--- config.mk ---
export PLATFORM = sky130hd
export DESIGN_NAME = spc_strap_cfg
export DESIGN_NICKNAME = d
export VERILOG_FILES = /design/src/rtl/spc_sync.v /design/src/rtl/spc_strap_cfg.v
export VERILOG_INCLUDE_DIRS = /design/src /design/src/rtl
export SDC_FILE = /design/constraint.sdc
export NUM_CORES = 1
export LEC_CHECK = 0
export BUFFER_PORTS_ARGS = -buffer_cell sky130_fd_sc_hd__buf_2
export CAP_MARGIN = 10
export CORE_MARGIN = 8
export CORE_UTILIZATION = 50
export CTS_CLUSTER_SIZE = 28
export DETAILED_ROUTE_END_ITERATION = 8
export HOLD_SLACK_MARGIN = 0.12
export PLACE_DENSITY_LB_ADDON = 0.1
export SETUP_SLACK_MARGIN = 0.5
export SYNTH_ARGS = -nofsm -noshare
export SYNTH_HDL_FRONTEND = slang
export SYNTH_SLANG_ARGS = --single-unit
--- constraint.sdc ---
create_clock -name ref_clk_i -period 2.3 [get_ports ref_clk_i]
set_input_delay 0.345 -clock ref_clk_i [delete_from_list [all_inputs] [get_ports ref_clk_i]]
set_output_delay 0.345 -clock ref_clk_i [all_outputs]
set_load 0.005 [all_outputs]
--- src/rtl/spc_map.vh ---
// spc_map.vh: constants for the switch port strap configuration block
// assumes inclusion by bare name from the design files
`ifndef SPC_MAP_VH
`define SPC_MAP_VH
// register byte offsets
`define SPC_REG_STRAP 8'h00
`define SPC_REG_PORT 8'h04
`define SPC_REG_LINK 8'h08
`define SPC_REG_SCRATCH 8'h0c
// strap register fields
`define SPC_STRAP_VC1 0
`define SPC_STRAP_POLDIS 1
`define SPC_STRAP_PL512 2
`define SPC_STRAP_SHCLK 3
`define SPC_STRAP_DONE 4
`define SPC_STRAP_RST 4'h8
// capture counter value at which synchronised straps are valid
`define SPC_CAP_LAST 2'h2
// port register field bases
`define SPC_PORT_PRES 1
`define SPC_PORT_SLOT 5
// payload size codes (bytes)
`define SPC_MPS_256 10'h100
`define SPC_MPS_512 10'h200
// port numbering
`define SPC_NPORT 3
`define SPC_UP_PORT 0
// reset values
`define SPC_LINK_RST 3'h0
`define SPC_SCRATCH_RST 32'h00000000
`endif

--- src/rtl/spc_sync.v ---
// spc_sync.v: two flip-flop synchroniser for a bundle of pin levels
// assumes pins are asynchronous to ref_clk_i
`timescale 1ns/1ps
`default_nettype none
module spc_sync #(
  parameter W = 1
) (
  input wire ref_clk_i,
  input wire resetn_i,
  input wire [W-1:0] async_i,
  output wire [W-1:0] sync_o
);
  reg [W-1:0] meta_q;
  reg [W-1:0] sync_q;
  // first stage read only by second stage
  always @(posedge ref_clk_i) begin
    if (!resetn_i) begin
      meta_q <= {W{1'b0}};
      sync_q <= {W{1'b0}};
    end else begin
      meta_q <= async_i;
      sync_q <= meta_q;
    end
  end
  assign sync_o = sync_q;
endmodule // spc_sync
`default_nettype wire

--- src/rtl/spc_strap_cfg.v ---
// spc_strap_cfg.v: strap decode, slot status and port status outputs
// assumes straps and slot pins are board levels, async to ref_clk_i
// Functional notes
// vc1 strap high enables vc1, no sharing
// vc1 strap low pools vc1 buffers into vc0
// polarity strap high disables inversion detection
// payload strap high gives 512, else 256
// presence pin low means device present
// shared clock strap high reports platform clock
// default is one shared platform reference clock
// slot implemented marks slot, else chip-to-chip
// one status output per port, ports 0..2
// port 0 upstream, ports 1,2 downstream
// reset clears all non-sticky state
// straps captured at reset release, held
// port status high when link is up
`timescale 1ns/1ps
`default_nettype none
`include "spc_map.vh"
module spc_strap_cfg (
  input wire ref_clk_i,
  input wire resetn_i,
  input wire vchan1_enable_strap_i,
  input wire rx_polarity_detect_disable_i,
  input wire large_payload_strap_i,
  input wire shared_refclk_strap_i,
  input wire [2:1] slot_present_n_i,
  input wire [2:1] slot_implemented_i,
  input wire [2:0] link_up_i,
  input wire wb_cyc_i,
  input wire wb_stb_i,
  input wire wb_we_i,
  input wire [7:0] wb_adr_i,
  input wire [3:0] wb_sel_i,
  input wire [31:0] wb_dat_i,
  output reg [31:0] wb_dat_o,
  output reg wb_ack_o,
  output reg vc1_enable_o,
  output reg vc0_pool_vc1_o,
  output reg rx_pol_detect_en_o,
  output reg [9:0] max_payload_o,
  output reg shared_refclk_o,
  output reg [2:1] dev_present_o,
  output reg [2:1] slot_port_o,
  output reg [2:0] port_status_o
);
  // reset patterns taken from the constant map; pin bundle width is set here
  localparam PIN_W = 11;
  localparam [2:0] LINK_RST = `SPC_LINK_RST;
  localparam [31:0] SCRATCH_RST = `SPC_SCRATCH_RST;

  // synchronised pin levels: straps then slot pins then link state;
  // every board level crosses two flip-flops before any decode reads
  // it, so a pin that moves near reset release cannot split a capture
  wire [PIN_W-1:0] pins_s;
  spc_sync #(
    .W(PIN_W)
  ) u_sync (
    .ref_clk_i(ref_clk_i),
    .resetn_i(resetn_i),
    .async_i({link_up_i, slot_implemented_i, slot_present_n_i,
              shared_refclk_strap_i, large_payload_strap_i,
              rx_polarity_detect_disable_i, vchan1_enable_strap_i}),
    .sync_o(pins_s)
  );

  // named slices of the synchronised bundle
  wire [3:0] strap_s = pins_s[3:0];
  wire [2:1] pres_n_s = pins_s[5:4];
  wire [2:1] slot_s = pins_s[7:6];
  wire [2:0] link_s = pins_s[10:8];

  // capture window: stays open while the synchroniser refills after
  // reset release; closing it early would latch the reset zeros of the
  // second stage instead of the board straps
  reg [1:0] cap_cnt_q;
  reg cap_done_q;
  reg [3:0] strap_q;
  always @(posedge ref_clk_i) begin
    if (!resetn_i) begin
      cap_cnt_q <= 2'h0;
      cap_done_q <= 1'b0;
      strap_q <= `SPC_STRAP_RST;
    end else if (!cap_done_q) begin
      cap_cnt_q <= cap_cnt_q + 2'h1;
      if (cap_cnt_q == `SPC_CAP_LAST) begin
        strap_q <= strap_s;
        cap_done_q <= 1'b1;
      end
    end
  end

  // named views of the held strap set; they change only at reset and at capture
  wire vc1_held = strap_q[`SPC_STRAP_VC1];
  wire poldis_held = strap_q[`SPC_STRAP_POLDIS];
  wire bigpay_held = strap_q[`SPC_STRAP_PL512];
  wire shclk_held = strap_q[`SPC_STRAP_SHCLK];

  // virtual channel split: vc1 on with its own buffers, or vc1 off and
  // its buffer share pooled into vc0; outside reset exactly one is high
  always @(posedge ref_clk_i) begin
    if (!resetn_i) begin
      vc1_enable_o <= 1'b0;
      vc0_pool_vc1_o <= 1'b0;
    end else begin
      vc1_enable_o <= vc1_held;
      vc0_pool_vc1_o <= ~vc1_held;
    end
  end

  // receive polarity inversion detection stays on unless strapped off;
  // it also comes up on during reset, the safe side for a new link
  always @(posedge ref_clk_i) begin
    if (!resetn_i) begin
      rx_pol_detect_en_o <= 1'b1;
    end else begin
      rx_pol_detect_en_o <= ~poldis_held;
    end
  end

  // advertised payload capability in bytes; the small size is shown
  // until the strap is captured so no link ever sees the large one early
  always @(posedge ref_clk_i) begin
    if (!resetn_i) begin
      max_payload_o <= `SPC_MPS_256;
    end else begin
      max_payload_o <= bigpay_held ? `SPC_MPS_512
                                   : `SPC_MPS_256;
    end
  end

  // shared reference clock report; the held strap set resets to the
  // shared setting, which is the default board arrangement
  always @(posedge ref_clk_i) begin
    if (!resetn_i) begin
      shared_refclk_o <= 1'b1;
    end else begin
      shared_refclk_o <= shclk_held;
    end
  end

  // per-port status; index 0 is upstream and has no slot pins, so only
  // the downstream indices build presence and slot logic
  genvar p;
  generate
    for (p = 0; p < `SPC_NPORT; p = p + 1) begin : g_port
      always @(posedge ref_clk_i) begin
        if (!resetn_i) begin
          port_status_o[p] <= LINK_RST[p];
        end else begin
          port_status_o[p] <= link_s[p];
        end
      end
      if (p != `SPC_UP_PORT) begin : g_down
        always @(posedge ref_clk_i) begin
          if (!resetn_i) begin
            dev_present_o[p] <= 1'b0;
            slot_port_o[p] <= 1'b0;
          end else begin
            dev_present_o[p] <= ~pres_n_s[p];
            slot_port_o[p] <= slot_s[p];
          end
        end
      end
    end
  endgenerate

  // wishbone slave: a request is taken while cyc and stb stand with ack
  // low; ack follows one cycle later and stands for exactly one cycle
  wire req = wb_cyc_i & wb_stb_i & ~wb_ack_o;
  // a write lands at the edge where the master sees ack high, while it
  // still holds address, selects and data
  wire wr_hit = wb_cyc_i & wb_stb_i & wb_ack_o & wb_we_i &
                (wb_adr_i == `SPC_REG_SCRATCH);

  // scratch word, one byte lane per select bit; straps and status are
  // read-only, so this is the only state that software can change
  reg [31:0] scratch_q;
  genvar b;
  generate
    for (b = 0; b < 4; b = b + 1) begin : g_lane
      always @(posedge ref_clk_i) begin
        if (!resetn_i) begin
          scratch_q[b*8 +: 8] <= SCRATCH_RST[b*8 +: 8];
        end else if (wr_hit && wb_sel_i[b]) begin
          scratch_q[b*8 +: 8] <= wb_dat_i[b*8 +: 8];
        end
      end
    end
  endgenerate

  // read mux: unmapped offsets read zero
  reg [31:0] rd_d;
  always @* begin
    rd_d = 32'h0;
    case (wb_adr_i)
      `SPC_REG_STRAP: begin
        rd_d[3:0] = strap_q;
        rd_d[`SPC_STRAP_DONE] = cap_done_q;
      end
      `SPC_REG_PORT: begin
        rd_d[`SPC_PORT_PRES +: 2] = dev_present_o;
        rd_d[`SPC_PORT_SLOT +: 2] = slot_port_o;
      end
      `SPC_REG_LINK: begin
        rd_d[2:0] = port_status_o;
      end
      `SPC_REG_SCRATCH: begin
        rd_d = scratch_q;
      end
      default: begin
        rd_d = 32'h0;
      end
    endcase
  end

  // registered answer: read data stands with ack and is zero otherwise
  always @(posedge ref_clk_i) begin
    if (!resetn_i) begin
      wb_ack_o <= 1'b0;
      wb_dat_o <= 32'h0;
    end else begin
      wb_ack_o <= req;
      wb_dat_o <= req ? rd_d : 32'h0;
    end
  end
endmodule // spc_strap_cfg
`default_nettype wire

==> flow_summary.ini <==
[routing]
ant_nets = 0
drtIter0Drc = 59
drc = 0
route.vias.total = 2452
wl_mm = 7.28
wl_per_cell_um = 13.3
vias_per_cell = 4.48
dr.pass1.iters = 4

[power]
p_seq_frac = 0.591
power.switching_mw = 0.779
power_mw = 3.29
intPower_mw = 2.51
swShare = 0.237
p_leak_nw = 1.98
p_per_area_mw_per_mm2 = 738
clock_power_share = 0.334
share_comb_of_total_power = 0.075
ir_worst_vdd_mv = 0.374

[synth]
synth_simple_gate_area_share = 0.237
synth_mux_area_frac = 0.119
netlist_instances = 341
synth-xor-area-share = 0.00239
synthFlopType = dfxtp_1
yosys_warnings = 0
yosys.area_share.adder = 0.00342
synth_top_family_by_area = simple AND/OR/NAND/NOR gates
ys_ff_latch = 107
syn-cell-area_mm2 = 0.00366
synth.distinct_cells = 29
synth_compound_area_frac = 0.00992
synth_edf_count = 0
synth-seq-area-share = 0.585
async_reset_ff_frac = 0
syn_avg_cell_area_um2 = 10.7

[setup_path]
cp-start-kind = input pin
timing.rr.start = wb_ack_o
reg2regPathDepth = 5
crit_family = simple AND/OR/NAND/NOR gates
crit_path_start = wb_adr_i[5]
rrSetupSlack_ns = 0.78
timing_worst_setup_path_type = input pin to flop
critPathArrivalTime_ns = 1.82
crit_fanout = 6
cp-end-kind = flop
crit_path_max_incr_delay_ns = 0.64
cpMaxStageDelayCell = or4_4
cp_data_required_time_ns = 2.59
path_cells = buf_2 -> or4_4 -> nor4_4 -> buf_4 -> mux2i_1
critPathBufInv = 2
reg2reg_to = scratch_q[24]

[global_route]
grt_pass1_vias = 2474
antenna_found_initial = 0
grt_overflow = 0
grt_max_degree = 106
grt_pass1_wl_mm = 11.6
grt_usage = 0.144

[cts]
cts_inserted_buffers = 9
hold_buffers = 0
cts_tree = yes
clockBufferDepth = 2
cts_resized = 0
cts-root-buf = clkbuf_8
clock_latency_ns = 0.36
cts.sinks = 107
cts_setup_buffers = 0
clk_pin_slew_worst_paths_ns = 0.10
htree_levels = 3

[timing]
fin_worst_skew_ns = 0.0142
finalSetupTns_ns = 0
fmaxAchievable_ghz = 0.653
rsz0062_at_grt = false
finalWorstSetupSlack_ns = 0.768
drv_slew = 0
final_hold_viol_count = 0
layout_min_cycle_time_ns = 1.53
whs_ns = 0.188
min_period_over_period = 0.666
setup_viol = 0

[place]
post-place-ws_ns = 0.398
port_buffers = 105
place_hpwl_mm = 5.36
routabilityCongestion = 0.724

[worst_hold_path]
hp-start = link_up_i[1]
hold_class = input pin to flop
hold_end = u_sync.meta_q[9]
whs_path_depth = 2

[floorplanning]
die-area_mm2 = 0.0103
fp.dieH_um = 102
core-area_mm2 = 0.00718
chipWidth_um = 102
num_io_pins = 114
start_util = 0.510
rows = 31

[final_layout]
final_nets = 504
syn_to_final_growth_pct = 21.8
antenna_cells = 0
drive_above_1_share = 0.306

[run]
drv_cap = 0

[outcome]
status = completed
[layout make-up]
class | count | area (um2)
Timing Repair Buffer | 112 | 591
Fill cell | 624 | 2720
Clock buffer | 11 | 151
Inverter | 2 | 7.51
Multi-Input combinational cell | 211 | 1400
Clock inverter | 5 | 42.5
Sequential cell | 107 | 2140
Tap cell | 99 | 124
[worst max path at each step]
| stage | endpoint | slack, ns | cells past startpoint |
|---|---|---|---|
| after floorplan | wb_dat_o[11] | 0.51 | 5 |
| after global placement | wb_dat_o[5] | 0.43 | 4 |
| after detailed placement | scratch_q[24] | 0.40 | 5 |
| after CTS | scratch_q[24] | 0.76 | 5 |
| after global routing | scratch_q[24] | 0.65 | 5 |
| final | scratch_q[24] | 0.77 | 5 |
[cells in the final DEF (no fill, tap or decap), drive strengths merged, types with 2 or more instances in the layout]
master    n
nor2      4
conb      8
dfxtp   107
mux2i    39
nand3     4
nor2b     9
nor4      4
nand2    68
nor3b     2
clkinv    2
clkbuf   11
mux4      2
and2     57
a22oi     2
inv       5
buf     112
[power by group through the flow]
stage / sequential (mW) / combinational [mW] / clock, mW
final: 1.94 / 0.247 / 1.10
after global routing: 1.95 / 0.280 / 1.21
after CTS: 1.95 / 0.251 / 1.14
after detailed placement: 1.99 / 0.250 / 0
after global placement: 1.99 / 0.244 / 0
after floorplan: 1.98 / 0.173 / 0
[through the flow]
stage | cells | util | cell area, um2
global placement | 531 | 0.594 | 4260
floorplan | 348 | - | 3690
finish | 547 | 0.621 | 4460
detailed placement | 531 | 0.594 | 4260
global route | 547 | 0.621 | 4460
CTS | 547 | 0.621 | 4460
[cell usage after synthesis, drive strengths merged (2+ instances only)]
master,n,area share
a22oi,2,0.0041
and2,57,0.097
buf,11,0.022
clkbuf,17,0.017
dfxtp,107,0.59
inv,2,0.0021
mux2i,39,0.11
mux4,2,0.012
nand2,68,0.070
nand3,4,0.0055
nor2,4,0.0041
nor2b,9,0.015
nor3b,2,0.0041
nor4,4,0.023
[layer usage]
metal	share of wire	track usage	routed length [um]	vias to the layer above
met3	0.057	0.0289	412	10
met4	0.015	0.0710	108	0
li1	-	-	-	1278
met5	0	0	0	-
met2	0.49	0.243	3560	64
met1	0.44	0.171	3210	1100
[worst register-to-register path, stage by stage (launching register included)]
cell and delay (ns):
dfxtp_1 0.38, nand4_1 0.11, buf_4 0.19, nor4_4 0.36
buf_4 0.23, mux2i_1 0.19
[logic make-up after synthesis]
kind of cell | after synthesis
and+or+nand+nor | 155
buffers and inverters | 30
xor gates and xnor gates | 1
adders and majority gates | 1
other | 1
muxes | 41
DFF | 107
AOI/OAI and AO/OA | 5
[state kept, by name, summed over array words and instances (netlist names)]
| signal | count |
|---|---|
| slot_port_o | 2 |
| max_payload_o | 2 |
| cap_cnt_q | 2 |
| wb_ack_o | 1 |
| vc1_enable_o | 1 |
| rx_pol_detect_en_o | 1 |
| port_status_o | 3 |
| dev_present_o | 2 |
| wb_dat_o | 32 |
| strap_q | 4 |
| u_sync.meta_q | 11 |
| u_sync.sync_o | 11 |
| scratch_q | 32 |
| cap_done_q | 1 |
| vc0_pool_vc1_o | 1 |
| shared_refclk_o | 1 |
Power figures use the tool's default switching activity.
